$ cat config.mk
export PLATFORM = sky130hd
export DESIGN_NAME = npm_mapper
export DESIGN_NICKNAME = d
export VERILOG_FILES = /design/src/npm_mem.v /design/src/npm_tx_framer.v /design/src/npm_mapper.v
export VERILOG_INCLUDE_DIRS = /design/src /design/src/src
export SDC_FILE = /design/constraint.sdc
export NUM_CORES = 1
export LEC_CHECK = 0
export BUFFER_PORTS_ARGS = -buffer_cell sky130_fd_sc_hd__clkbuf_2
export CORE_UTILIZATION = 57
export CTS_CLUSTER_DIAMETER = 80
export DETAILED_ROUTE_END_ITERATION = 8
export PLACE_DENSITY = 0.85
export SLEW_MARGIN = 20
export SYNTH_ARGS = -nofsm -noshare
export SYNTH_HDL_FRONTEND = slang
export SYNTH_SLANG_ARGS = --single-unit
$ cat constraint.sdc
create_clock -name CLK -period 3 [get_ports CLK]
set_input_delay 0.15 -clock CLK [delete_from_list [all_inputs] [get_ports CLK]]
set_output_delay 0.15 -clock CLK [all_outputs]
set_load 0.005 [all_outputs]
$ cat src/npm_regs.vh
/*
  Constants of the poll activation and frame mapper: register offsets,
  field positions, codes and buffer layout.
  Assumes inclusion by the framer and mapper design files; the memory module does not include it.
*/
`ifndef NPM_REGS_VH
`define NPM_REGS_VH

// ------------------------------------------------------------
// register offsets
// ------------------------------------------------------------
`define NPM_A_CTRL 4'h0
`define NPM_A_BITRATE 4'h1
`define NPM_A_CMD 4'h2
`define NPM_A_STATUS 4'h3
`define NPM_A_NOTICE 4'h4
`define NPM_A_TXDATA 4'h5
`define NPM_A_RXPTR 4'h6
`define NPM_A_RXDATA 4'h7
`define NPM_A_RXLEN 4'h8
`define NPM_A_ACTBASE 4'h9
`define NPM_A_ACTLEN 4'ha
`define NPM_A_STATE 4'hb

// ------------------------------------------------------------
// field positions
// ------------------------------------------------------------
`define NPM_CTRL_POLL_A 0
`define NPM_CTRL_POLL_B 1
`define NPM_CTRL_POLL_V 2
`define NPM_CMD_SELECT 0
`define NPM_CMD_DEACT 1
`define NPM_CMD_TXGO 2
`define NPM_CMD_START 3
`define NPM_CMD_TAG 4
`define NPM_REQ_OPTION_BIT 7

// ------------------------------------------------------------
// codes
// ------------------------------------------------------------
`define NPM_RATE_106 2'h0
`define NPM_RATE_MAX 8'h03
`define NPM_ST_OK 8'h00
`define NPM_ST_CORRUPTED 8'h02
`define NPM_RF_RATS 2'h1
`define NPM_RF_PPS 2'h2
`define NPM_RF_INVENTORY 2'h3
`define NPM_TECH_A 2'h0
`define NPM_TECH_B 2'h1
`define NPM_NTF_ACTIVATED 2'h1
`define NPM_NTF_FOUND 2'h2

// ------------------------------------------------------------
// receive buffer layout
// ------------------------------------------------------------
`define NPM_RX_BASE 6'h20
`define NPM_RX_CAP 5'h1e
`define NPM_INV_LEN 5'h0a
`define NPM_MAX_TAGS 2'h2

`endif

$ cat src/npm_mem.v
/*
  Small byte memory: one write port, one read port, read data registered.
  Assumes the user presents the read address one cycle ahead.
*/
`timescale 1ns/1ps
module npm_mem (
  clk, // clock
  we, // write enable
  wa, // write address
  wd, // write data
  ra, // read address
  rd // read data, one cycle after ra
);
  input wire clk;
  input wire we;
  input wire [5:0] wa;
  input wire [7:0] wd;
  input wire [5:0] ra;
  output reg [7:0] rd;

  reg [7:0] mem [0:63];

  always @(posedge clk) begin
    if (we) begin
      mem[wa] <= wd;
    end
    rd <= mem[ra];
  end
endmodule // npm_mem

$ cat src/npm_tx_framer.v
/*
  Sends one stored host message as an RF frame: start of frame, the data
  bytes with end-of-data on the last, then end of frame.
  Assumes the byte store answers one cycle after the address.
*/
`timescale 1ns/1ps
`include "npm_regs.vh"
module npm_tx_framer (
  clk, // clock
  rst_n, // synchronous copy of reset, low active
  start, // begin a frame
  len, // number of data bytes
  special_en, // option flag may select vendor mode
  mem_addr, // byte store address
  mem_data, // byte store data
  busy, // frame in progress
  tx_valid, // data byte valid
  tx_data, // data byte
  tx_sof, // start of frame pulse
  tx_eof, // end of frame pulse
  tx_eod, // marks the last data byte
  tx_special // vendor mode for this frame
);
  input wire clk;
  input wire rst_n;
  input wire start;
  input wire [5:0] len;
  input wire special_en;
  output wire [5:0] mem_addr;
  input wire [7:0] mem_data;
  output wire busy;
  output reg tx_valid;
  output reg [7:0] tx_data;
  output reg tx_sof;
  output reg tx_eof;
  output reg tx_eod;
  output reg tx_special;

  localparam S_IDLE = 4'b0001;
  localparam S_SOF = 4'b0010;
  localparam S_DATA = 4'b0100;
  localparam S_EOF = 4'b1000;

  reg [3:0] state_reg;
  reg [5:0] idx_reg;
  reg [5:0] len_reg;

  assign mem_addr = idx_reg;
  assign busy = (state_reg != S_IDLE);

  always @(posedge clk or negedge rst_n) begin
    if (!rst_n) begin
      state_reg <= S_IDLE;
      idx_reg <= 6'h00;
      len_reg <= 6'h00;
      tx_valid <= 1'b0;
      tx_data <= 8'h00;
      tx_sof <= 1'b0;
      tx_eof <= 1'b0;
      tx_eod <= 1'b0;
      tx_special <= 1'b0;
    end else begin
      tx_valid <= 1'b0;
      tx_sof <= 1'b0;
      tx_eof <= 1'b0;
      tx_eod <= 1'b0;
      case (state_reg)
        S_IDLE: begin
          tx_special <= 1'b0;
          idx_reg <= 6'h00;
          if (start) begin
            len_reg <= len;
            state_reg <= S_SOF;
          end
        end
        S_SOF: begin
          tx_sof <= 1'b1;
          idx_reg <= 6'h01;
          state_reg <= (len_reg == 6'h00) ? S_EOF : S_DATA;
        end
        S_DATA: begin
          tx_valid <= 1'b1;
          tx_data <= mem_data;
          if (idx_reg == 6'h01) begin
            tx_special <= special_en &
              mem_data[`NPM_REQ_OPTION_BIT];
          end
          if (idx_reg == len_reg) begin
            tx_eod <= 1'b1;
            state_reg <= S_EOF;
          end
          idx_reg <= idx_reg + 6'h01;
        end
        S_EOF: begin
          tx_eof <= 1'b1;
          state_reg <= S_IDLE;
        end
        default: begin
          state_reg <= S_IDLE;
        end
      endcase
    end
  end
endmodule // npm_tx_framer

$ cat src/npm_mapper.v
/*
  Poll-side activation and frame mapping of a contactless controller:
  type A/B ISO-DEP activation with optional rate change for type A, vicinity tag
  discovery of up to two tags, frame transmit and receive mapping.
  Assumes a host on a plain register port and an RF engine that frames
  bits, reports found targets and raises one byte per cycle at most.
*/
`timescale 1ns/1ps
`include "npm_regs.vh"

// Notes on behaviour
// - rates 106, 212, 424 and 848 kb/s selectable for type A; type B stays at 106 kb/s
// - activation always runs at 106 kb/s, the default rate
// - type A with ISO-DEP after anticollision: send RATS, await answer
// - rate change exchange only if poll_bit_rate_setting allowed above 0
// - type A activated notice only after target answered activation command; type B notice at once on find
// - type A activated notice reports the rate really used on RF
// - type A parameters: length n then RATS answer from byte two
// - vicinity parameters: flags, family_identifier, 8 byte identifier
// - vicinity tags map to frame interface without mapping command
// - each host message is sent framed with EoD, SOF and EOF
// - bytes pass unchanged; request option bit b7 selects vendor mode
// - received frame stripped of framing, payload then status byte
// - on error payload may be partial, status byte always present
// - status is ok code or frame_corrupted_code on reception error
// - vicinity collisions resolved by inventory, two tags at most
// - two tags: wait all found, notice first, wait until read; notice second, wait pick
// - target select activates frame interface at once, no checks
// - poll active: host data sent; absent tag yields no reply
module npm_mapper (
  CLK, // clock, 250 MHz
  NRST, // reset, low active
  ADDR, // register address
  WDATA, // register write data
  WR, // write strobe
  RD, // read strobe
  RDATA, // read data, cycle after RD
  RF_POLL_EN, // poll modes enabled: A, B, vicinity
  RF_CMD_VALID, // RF command pulse
  RF_CMD_CODE, // RATS, rate change or inventory
  RF_CMD_ARG, // rate for the rate change command
  RF_RATE, // rate in use on RF
  RF_FOUND, // A or B target found after anticollision
  RF_TECH, // technology of the found target
  RF_ISODEP, // found target supports ISO-DEP
  RF_INV_DONE, // inventory round finished
  RF_RX_SOF, // receive start of frame
  RF_RX_VALID, // receive byte valid
  RF_RX_DATA, // receive byte
  RF_RX_EOF, // receive end of frame
  RF_RX_ERR, // framing or check fault, with RF_RX_EOF
  RF_TX_VALID, // transmit byte valid
  RF_TX_DATA, // transmit byte
  RF_TX_SOF, // transmit start of frame
  RF_TX_EOF, // transmit end of frame
  RF_TX_EOD, // last transmit data byte
  RF_TX_SPECIAL // vendor mode for this frame
);
  input wire CLK;
  input wire NRST;
  input wire [3:0] ADDR;
  input wire [7:0] WDATA;
  input wire WR;
  input wire RD;
  output reg [7:0] RDATA;
  output wire [2:0] RF_POLL_EN;
  output reg RF_CMD_VALID;
  output reg [1:0] RF_CMD_CODE;
  output reg [1:0] RF_CMD_ARG;
  output wire [1:0] RF_RATE;
  input wire RF_FOUND;
  input wire [1:0] RF_TECH;
  input wire RF_ISODEP;
  input wire RF_INV_DONE;
  input wire RF_RX_SOF;
  input wire RF_RX_VALID;
  input wire [7:0] RF_RX_DATA;
  input wire RF_RX_EOF;
  input wire RF_RX_ERR;
  output wire RF_TX_VALID;
  output wire [7:0] RF_TX_DATA;
  output wire RF_TX_SOF;
  output wire RF_TX_EOF;
  output wire RF_TX_EOD;
  output wire RF_TX_SPECIAL;

  // ------------------------------------------------------------
  // states
  // ------------------------------------------------------------
  localparam S_IDLE = 7'b0000001;
  localparam S_DISC = 7'b0000010;
  localparam S_RATS = 7'b0000100;
  localparam S_PPS = 7'b0001000;
  localparam S_WALL = 7'b0010000;
  localparam S_WPICK = 7'b0100000;
  localparam S_ACTIVE = 7'b1000000;

  // ------------------------------------------------------------
  // reset release
  // ------------------------------------------------------------
  reg rst_meta_reg;
  reg rst_n;
  always @(posedge CLK or negedge NRST) begin
    if (!NRST) begin
      rst_meta_reg <= 1'b0;
      rst_n <= 1'b0;
    end else begin
      rst_meta_reg <= 1'b1;
      rst_n <= rst_meta_reg;
    end
  end

  // ------------------------------------------------------------
  // declarations
  // ------------------------------------------------------------
  reg [6:0] state_reg, state_next;
  reg [2:0] ctrl_reg;
  reg [7:0] bitrate_reg;
  reg [1:0] rate_reg, rate_next;
  reg [1:0] tag_cnt_reg;
  reg [7:0] notice_reg;
  reg [5:0] act_base_reg, act_base_next;
  reg [5:0] act_len_reg, act_len_next;
  reg act_frame_reg;
  reg ntf_set;
  reg [7:0] ntf_val;
  reg cmd_set;
  reg [1:0] cmd_code;
  reg rx_open_reg, rx_first_reg, rx_err_reg, rx_done_reg;
  reg [4:0] rx_cnt_reg;
  reg [5:0] rx_len_reg;
  reg [5:0] rx_ptr_reg, rx_ptr_next;
  reg [5:0] tx_wcnt_reg;
  reg tx_start;

  wire wr_cmd = WR && (ADDR == `NPM_A_CMD);
  wire go_start = wr_cmd && WDATA[`NPM_CMD_START];
  wire go_sel = wr_cmd && WDATA[`NPM_CMD_SELECT];
  wire go_deact = wr_cmd && WDATA[`NPM_CMD_DEACT];
  wire go_tx = wr_cmd && WDATA[`NPM_CMD_TXGO];
  wire pick_tag = WDATA[`NPM_CMD_TAG];
  wire st_disc = (state_reg == S_DISC);
  wire st_rats = (state_reg == S_RATS);
  wire st_active = (state_reg == S_ACTIVE);
  wire rd_notice = RD && (ADDR == `NPM_A_NOTICE);
  wire rd_rxlen = RD && (ADDR == `NPM_A_RXLEN);
  wire rd_rxdata = RD && (ADDR == `NPM_A_RXDATA);
  wire rate_ok = (bitrate_reg != 8'h00) &&
                 (bitrate_reg <= `NPM_RATE_MAX);
  wire tx_busy;
  wire [7:0] rx_rd;
  wire [7:0] tx_rd;
  wire [5:0] tx_ra;

  // ------------------------------------------------------------
  // receive path
  // ------------------------------------------------------------
  wire rx_end = RF_RX_EOF && rx_open_reg;
  wire rx_full = st_disc ? (rx_cnt_reg == `NPM_INV_LEN)
                         : (rx_cnt_reg == `NPM_RX_CAP);
  wire rx_byte = RF_RX_VALID && rx_open_reg && !RF_RX_EOF &&
                 !(st_rats && rx_first_reg);
  // the rate change answer must not overwrite the stored RATS parameters
  wire rx_store = rx_byte && !rx_full && (state_reg != S_PPS) &&
                  !(st_disc && tag_cnt_reg == `NPM_MAX_TAGS);
  wire rx_bad = rx_err_reg || RF_RX_ERR || (rx_byte && rx_full);
  wire [7:0] rx_status = rx_bad ? `NPM_ST_CORRUPTED
                                : `NPM_ST_OK;
  wire eof_wr = rx_end && (st_active || st_rats);
  wire [5:0] rx_off = {1'b0, rx_cnt_reg};
  wire [5:0] rx_wa = eof_wr ? (st_rats ? `NPM_RX_BASE
                                       : `NPM_RX_BASE + rx_off)
                   : st_disc ? {1'b0, tag_cnt_reg[0], rx_cnt_reg[3:0]}
                   : st_rats ? `NPM_RX_BASE + 6'h01 + rx_off
                   : `NPM_RX_BASE + rx_off;
  wire [7:0] rx_wd = eof_wr ? (st_rats ? {3'h0, rx_cnt_reg}
                                       : rx_status)
                   : RF_RX_DATA;

  always @(posedge CLK or negedge rst_n) begin
    if (!rst_n) begin
      rx_open_reg <= 1'b0;
      rx_first_reg <= 1'b0;
      rx_err_reg <= 1'b0;
      rx_cnt_reg <= 5'h00;
    end else if (RF_RX_SOF) begin
      rx_open_reg <= 1'b1;
      rx_first_reg <= 1'b1;
      rx_err_reg <= 1'b0;
      rx_cnt_reg <= 5'h00;
    end else if (rx_end) begin
      rx_open_reg <= 1'b0;
    end else if (RF_RX_VALID && rx_open_reg) begin
      rx_first_reg <= 1'b0;
      if (rx_byte && rx_full) begin
        rx_err_reg <= 1'b1;
      end
      if (rx_store) begin
        rx_cnt_reg <= rx_cnt_reg + 5'h01;
      end
    end
  end

  npm_mem u_rx_mem (
    .clk(CLK),
    .we(eof_wr || rx_store),
    .wa(rx_wa),
    .wd(rx_wd),
    .ra(rx_ptr_next),
    .rd(rx_rd)
  );

  // ------------------------------------------------------------
  // control sequence
  // ------------------------------------------------------------
  always @* begin
    state_next = state_reg;
    rate_next = rate_reg;
    act_base_next = act_base_reg;
    act_len_next = act_len_reg;
    ntf_set = 1'b0;
    ntf_val = 8'h00;
    cmd_set = 1'b0;
    cmd_code = `NPM_RF_RATS;
    tx_start = 1'b0;
    case (state_reg)
      S_IDLE: begin
        rate_next = `NPM_RATE_106;
        if (go_start && ctrl_reg != 3'h0) begin
          state_next = S_DISC;
          cmd_set = ctrl_reg[`NPM_CTRL_POLL_V];
          cmd_code = `NPM_RF_INVENTORY;
        end
      end
      S_DISC: begin
        if (RF_FOUND && RF_ISODEP && RF_TECH == `NPM_TECH_A) begin
          state_next = S_RATS;
          cmd_set = 1'b1;
          cmd_code = `NPM_RF_RATS;
        end else if (RF_FOUND && RF_ISODEP &&
                     RF_TECH == `NPM_TECH_B) begin
          state_next = S_ACTIVE;
          act_base_next = `NPM_RX_BASE;
          act_len_next = 6'h00;
          ntf_set = 1'b1;
          ntf_val = {2'b00, rate_reg, 2'b00, `NPM_NTF_ACTIVATED};
        end else if (RF_INV_DONE && tag_cnt_reg == `NPM_MAX_TAGS) begin
          state_next = S_WALL;
          ntf_set = 1'b1;
          ntf_val = {6'h00, `NPM_NTF_FOUND};
        end else if (RF_INV_DONE && tag_cnt_reg != 2'h0) begin
          state_next = S_ACTIVE;
          act_base_next = 6'h00;
          act_len_next = {1'b0, `NPM_INV_LEN};
          ntf_set = 1'b1;
          ntf_val = {2'b01, rate_reg, 2'b00, `NPM_NTF_ACTIVATED};
        end else if (RF_INV_DONE) begin
          cmd_set = 1'b1;
          cmd_code = `NPM_RF_INVENTORY;
        end
      end
      S_RATS: begin
        if (rx_end && rate_ok) begin
          state_next = S_PPS;
          cmd_set = 1'b1;
          cmd_code = `NPM_RF_PPS;
        end else if (rx_end) begin
          state_next = S_ACTIVE;
          act_base_next = `NPM_RX_BASE;
          act_len_next = {1'b0, rx_cnt_reg} + 6'h01;
          ntf_set = 1'b1;
          ntf_val = {2'b00, rate_reg, 2'b00, `NPM_NTF_ACTIVATED};
        end
      end
      S_PPS: begin
        if (rx_end) begin
          state_next = S_ACTIVE;
          rate_next = bitrate_reg[1:0];
          act_base_next = `NPM_RX_BASE;
          ntf_set = 1'b1;
          ntf_val = {2'b00, bitrate_reg[1:0], 2'b00,
                     `NPM_NTF_ACTIVATED};
        end
      end
      S_WALL: begin
        if (!notice_reg[7]) begin
          state_next = S_WPICK;
          ntf_set = 1'b1;
          ntf_val = {5'h00, 1'b1, `NPM_NTF_FOUND};
        end
      end
      S_WPICK: begin
        if (go_sel) begin
          state_next = S_ACTIVE;
          act_base_next = {1'b0, pick_tag, 4'h0};
          act_len_next = {1'b0, `NPM_INV_LEN};
          ntf_set = 1'b1;
          ntf_val = {2'b01, rate_reg, 1'b0, pick_tag,
                     `NPM_NTF_ACTIVATED};
        end
      end
      S_ACTIVE: begin
        tx_start = go_tx && !tx_busy;
      end
      default: begin
        state_next = S_IDLE;
      end
    endcase
    if (go_deact) begin
      state_next = S_IDLE;
      rate_next = `NPM_RATE_106;
    end
  end

  always @(posedge CLK or negedge rst_n) begin
    if (!rst_n) begin
      state_reg <= S_IDLE;
      rate_reg <= `NPM_RATE_106;
      act_base_reg <= 6'h00;
      act_len_reg <= 6'h00;
      act_frame_reg <= 1'b0;
      notice_reg <= 8'h00;
      tag_cnt_reg <= 2'h0;
      RF_CMD_VALID <= 1'b0;
      RF_CMD_CODE <= 2'h0;
      RF_CMD_ARG <= 2'h0;
    end else begin
      state_reg <= state_next;
      rate_reg <= rate_next;
      act_base_reg <= act_base_next;
      act_len_reg <= (st_rats && rx_end) ?
                     {1'b0, rx_cnt_reg} + 6'h01 : act_len_next;
      RF_CMD_VALID <= cmd_set;
      if (cmd_set) begin
        RF_CMD_CODE <= cmd_code;
        RF_CMD_ARG <= bitrate_reg[1:0];
      end
      if (ntf_set) begin
        notice_reg <= {1'b1, ntf_val[6:0]}; // set wins over clear
        act_frame_reg <= ntf_val[6];
      end else if (rd_notice) begin
        notice_reg <= {1'b0, notice_reg[6:0]};
      end
      if (state_reg == S_IDLE) begin
        tag_cnt_reg <= 2'h0;
      end else if (st_disc && rx_end && !rx_bad &&
                   rx_cnt_reg == `NPM_INV_LEN &&
                   tag_cnt_reg != `NPM_MAX_TAGS) begin
        tag_cnt_reg <= tag_cnt_reg + 2'h1;
      end
    end
  end

  assign RF_POLL_EN = st_disc ? ctrl_reg : 3'h0;
  assign RF_RATE = rate_reg;

  // ------------------------------------------------------------
  // transmit path
  // ------------------------------------------------------------
  npm_mem u_tx_mem (
    .clk(CLK),
    .we(WR && ADDR == `NPM_A_TXDATA && !tx_busy),
    .wa(tx_wcnt_reg),
    .wd(WDATA),
    .ra(tx_ra),
    .rd(tx_rd)
  );

  npm_tx_framer u_framer (
    .clk(CLK),
    .rst_n(rst_n),
    .start(tx_start),
    .len(tx_wcnt_reg),
    .special_en(act_frame_reg),
    .mem_addr(tx_ra),
    .mem_data(tx_rd),
    .busy(tx_busy),
    .tx_valid(RF_TX_VALID),
    .tx_data(RF_TX_DATA),
    .tx_sof(RF_TX_SOF),
    .tx_eof(RF_TX_EOF),
    .tx_eod(RF_TX_EOD),
    .tx_special(RF_TX_SPECIAL)
  );

  // ------------------------------------------------------------
  // register port
  // ------------------------------------------------------------
  always @* begin
    rx_ptr_next = rx_ptr_reg;
    if (WR && ADDR == `NPM_A_RXPTR) begin
      rx_ptr_next = WDATA[5:0];
    end else if (rd_rxdata) begin
      rx_ptr_next = rx_ptr_reg + 6'h01;
    end
  end

  always @(posedge CLK or negedge rst_n) begin
    if (!rst_n) begin
      ctrl_reg <= 3'h0;
      bitrate_reg <= 8'h00;
      rx_ptr_reg <= 6'h00;
      tx_wcnt_reg <= 6'h00;
      rx_len_reg <= 6'h00;
      rx_done_reg <= 1'b0;
      RDATA <= 8'h00;
    end else begin
      rx_ptr_reg <= rx_ptr_next;
      if (WR && ADDR == `NPM_A_CTRL) begin
        ctrl_reg <= WDATA[2:0];
      end
      if (WR && ADDR == `NPM_A_BITRATE) begin
        bitrate_reg <= WDATA;
      end
      if (tx_start) begin
        tx_wcnt_reg <= 6'h00;
      end else if (WR && ADDR == `NPM_A_TXDATA && !tx_busy &&
                   tx_wcnt_reg != 6'h3f) begin
        tx_wcnt_reg <= tx_wcnt_reg + 6'h01;
      end
      if (eof_wr && st_active) begin
        rx_len_reg <= {1'b0, rx_cnt_reg} + 6'h01;
        rx_done_reg <= 1'b1;
      end else if (rd_rxlen) begin
        rx_done_reg <= 1'b0;
      end
      case (ADDR)
        `NPM_A_CTRL: RDATA <= {5'h00, ctrl_reg};
        `NPM_A_BITRATE: RDATA <= bitrate_reg;
        `NPM_A_STATUS: RDATA <= {2'b00, rate_reg, tag_cnt_reg,
                                 rx_done_reg, tx_busy};
        `NPM_A_NOTICE: RDATA <= notice_reg;
        `NPM_A_RXPTR: RDATA <= {2'b00, rx_ptr_reg};
        `NPM_A_RXDATA: RDATA <= rx_rd;
        `NPM_A_RXLEN: RDATA <= {2'b00, rx_len_reg};
        `NPM_A_ACTBASE: RDATA <= {2'b00, act_base_reg};
        `NPM_A_ACTLEN: RDATA <= {2'b00, act_len_reg};
        `NPM_A_STATE: RDATA <= {1'b0, state_reg};
        default: RDATA <= 8'h00;
      endcase
    end
  end
endmodule // npm_mapper

==> impl_metrics.ini <==
[status]
status = finished with violations
violations = negative setup slack

[synthesis]
synth.net_count = 2811
synth_compound_area_frac = 0.0468
synth.distinct_cells = 81
synth-edff-count = 1024
synth_cells = 2767
synthMuxAreaShare = 0.123
synth.cell_area_um2 = 46100
yosys_warnings = 0
yosysTopAreaCellShare = 0.667
yosysSeqAreaShare = 0.733
synth_top_family_by_area = multiplexers
synthFlopType = edfxtp_1
synthXorXnorAreaFrac = 0.00323
ys_seq_elements = 1149
yosys.area_share.simple = 0.0744
synthTopCellsByArea = edfxtp_1 (67%), mux4_2 (8.8%), dfrtp_1 (5.8%)
synth_adder_area_share = 0.00299
yosysTopAreaCell = edfxtp_1
synthArstFlopShare = 0.0949
synth.avg_cell_area_um2 = 16.7

[final_layout]
final_core_util = 0.679
design_area_um2 = 54000
register_area_um2 = 33800
nNetsFinal = 3210
final_common_cell = edfxtp_1
finalNonFillerCells = 4313
drive_gt1_frac = 0.264
fill_cells = 4533
area_growth_pct = 17.2
layout_common_cells = edfxtp_1 (1024), nand2_1 (374), buf_4 (317), nor2_1 (197), mux4_2 (180)
reg.largest.list = u_rx_mem.mem (512), u_tx_mem.mem (512)
multi_input_area_um2 = 11800

[route]
detail_route.wl_per_cell_um = 30.8
final_antenna_net_count = 0
drtPass1Iterations = 6
via_per_inst = 6.83
drc = 0
drtIter0Drc = 4650
wl_um = 133000
via_count = 29459

[grt]
grt_pass1_vias = 29341
use_met2 = 0.528
overflow = 0
grt.total_usage = 0.323
grt-busiest-layer = met2
antenna_found_initial = 3
grt_use_met3 = 0.0693
grt_max_degree = 70
grt.met1_usage = 0.413
grt_pass1_wl_um = 193000

[setup_path]
rr_startpoint = rx_cnt_reg[1]
r2r-end = u_rx_mem.mem[48][5]
rrSetupSlack_ns = -0.07
cp_max_fo = 9
required_ns = 3.40
critPathBufInv = 1
slowest_stage = dfrtp_1
cpPeakStageDelay_ns = 0.55
cp_common_cell = nor2_1
crit_chain = and3_1 > nand2_1 > o21ai_0 > a21oi_1 > nor2_1 > nand3_1 > nor2_1 > buf_4
critPathTopFamily = simple AND/OR/NAND/NOR gates
reg2reg_depth = 8
crit_type = reg -> reg
start_kind = flip-flop
worst-endpoint-arrival_ns = 3.47
endpoint_kind = flip-flop

[die]
coreArea_um2 = 79500
dieArea_um2 = 82000
die_w_um = 286
std_cell_rows = 103
io_pins = 64
die_y_um = 286
initial_core_util = 0.580

[sta]
layout_min_cycle_time_ns = 3.07
setup-violations-final = 22
tns_ns = -1.03
rsz0062_at_grt = yes
slew_viol_final = 0
slew_headroom = 0.230
period_share = 1.02
fmax_mhz = 326
worst_slew_pin_slew_ns = 1.16
hold_ws_ns = 0.0233
fin_skew_ns = 0.0542
hold_viol = 0
worst_slack_ns = -0.0682

[worst_hold_path]
hp-class = in -> reg
min_to = ctrl_reg[0]
holdPathStages = 3
holdCritStartpoint = WR

[clocking]
numCtsBuffers = 107
insertion_delay_ns = 0.70
ctsRootBufferMaster = clkbuf_16
cts_sinks = 1149
max-clock-path-buffers = 3
cts_tree = done
path_clk_slew_ns = 0.06
htree_levels = 3

[placement]
dpl_cell_area_um2 = 49900
dpl.cell_count = 4072
portBuffers = 63
dpl_worst_slack_ns = -0.454
place_hpwl_um = 79100
finalWeightedCongestion = 0.946

[power_and_ir_drop]
powerDensity_nw_per_um2 = 697
ir_drop_mv = 0.677
p_total_mw = 37.6
power_leakage_nw = 18.7

[run]
drv_cap = 0
==> worst max-delay path by stage <==
stage / cells past startpoint / slack (ns) / startpoint / end
after floorplan: 7 / -0.10 / state_reg[2] / u_rx_mem.mem[0][1]
after global placement: 13 / -0.37 / ADDR[3] / u_rx_mem.rd[6]
after global routing: 12 / -0.09 / rx_ptr_reg[1] / u_rx_mem.rd[2]
final: 8 / -0.07 / rx_cnt_reg[1] / u_rx_mem.mem[48][5]
after CTS: 12 / 0.002 / rx_ptr_reg[1] / u_rx_mem.rd[4]
after detailed placement: 13 / -0.45 / ADDR[3] / u_rx_mem.rd[6]
==> worst min-delay path, delay by kind of cell <==
| family | cells | cell delay, ns |
|---|---|---|
| simple gates | 1 | 0.20 |
| buf+inv | 1 | 0.17 |
| compound gates | 1 | 0.11 |
==> area by class of cell <==
class                   instances  share of cell area
flip-flops and latches       1149               0.626
clock inverters                54              0.0115
diodes                          4            0.000185
inverters                      20             0.00148
multi-input cells            1458               0.218
clock buffers                 148              0.0537
well taps                    1050              0.0243
repair buffers                430              0.0645
==> per-layer routing <==
metal | vias to the layer above | part of all wire
li1 | 11622 | -
met1 | 14623 | 0.33
met2 | 2678 | 0.48
met3 | 532 | 0.12
met4 | 4 | 0.060
met5 | - | 0.00022
==> where the power goes <==
part / total, mW / switching [mW] / leakage, nW / internal (mW)
Clock: 13.8 / 6.11 / 1.70 / 7.68
Combinational: 5.62 / 3.47 / 6.26 / 2.15
Sequential: 18.2 / 0.408 / 10.8 / 17.8
==> synthesized netlist by cell type, types with 6 or more instances <==
master,count
a32oi_1,32
nand3b_1,10
nand2_1,379
buf_2,28
or4_1,10
nor4_1,24
clkbuf_1,73
mux4_2,180
inv_1,16
nand3_1,50
o21ai_0,48
edfxtp_1,1024
and3_1,8
nand2b_1,7
buf_1,15
xnor2_1,8
nand4_1,12
buf_4,14
dfrtp_1,107
a22oi_1,24
mux2_2,26
a21o_1,7
xor2_1,9
o211ai_1,6
o22ai_1,41
a31oi_1,12
mux2i_1,130
nor2b_1,7
o2111ai_1,15
buf_6,10
nor3_1,23
nor2_1,201
and2_1,12
ha_1,11
dfxtp_1,16
a21oi_1,77
o31ai_1,6
==> cell families (layout without fill, tap and decap cells) <==
| logic type | Yosys count | count (layout) |
|---|---|---|
| buf+inv | 160 | 652 |
| xor+xnor | 17 | 17 |
| fa+ha+maj | 11 | 11 |
| other cells | 1 | 5 |
| flops | 1149 | 1149 |
| simple gates | 777 | 777 |
| compound gates | 316 | 316 |
| mux | 336 | 336 |
==> timing repair <==
item | 4_1_cts | 5_1_grt
endpoints found under the hold margin | 20 | 0
hold buffers | 13 | 0
gates resized for setup | 24 | 42
setup buffers | 14 | 9
endpoints found under the setup margin | 175 | 363
cloned | 0 | 0
pin swaps | 8 | 10
(Power assumes the default switching activity.)
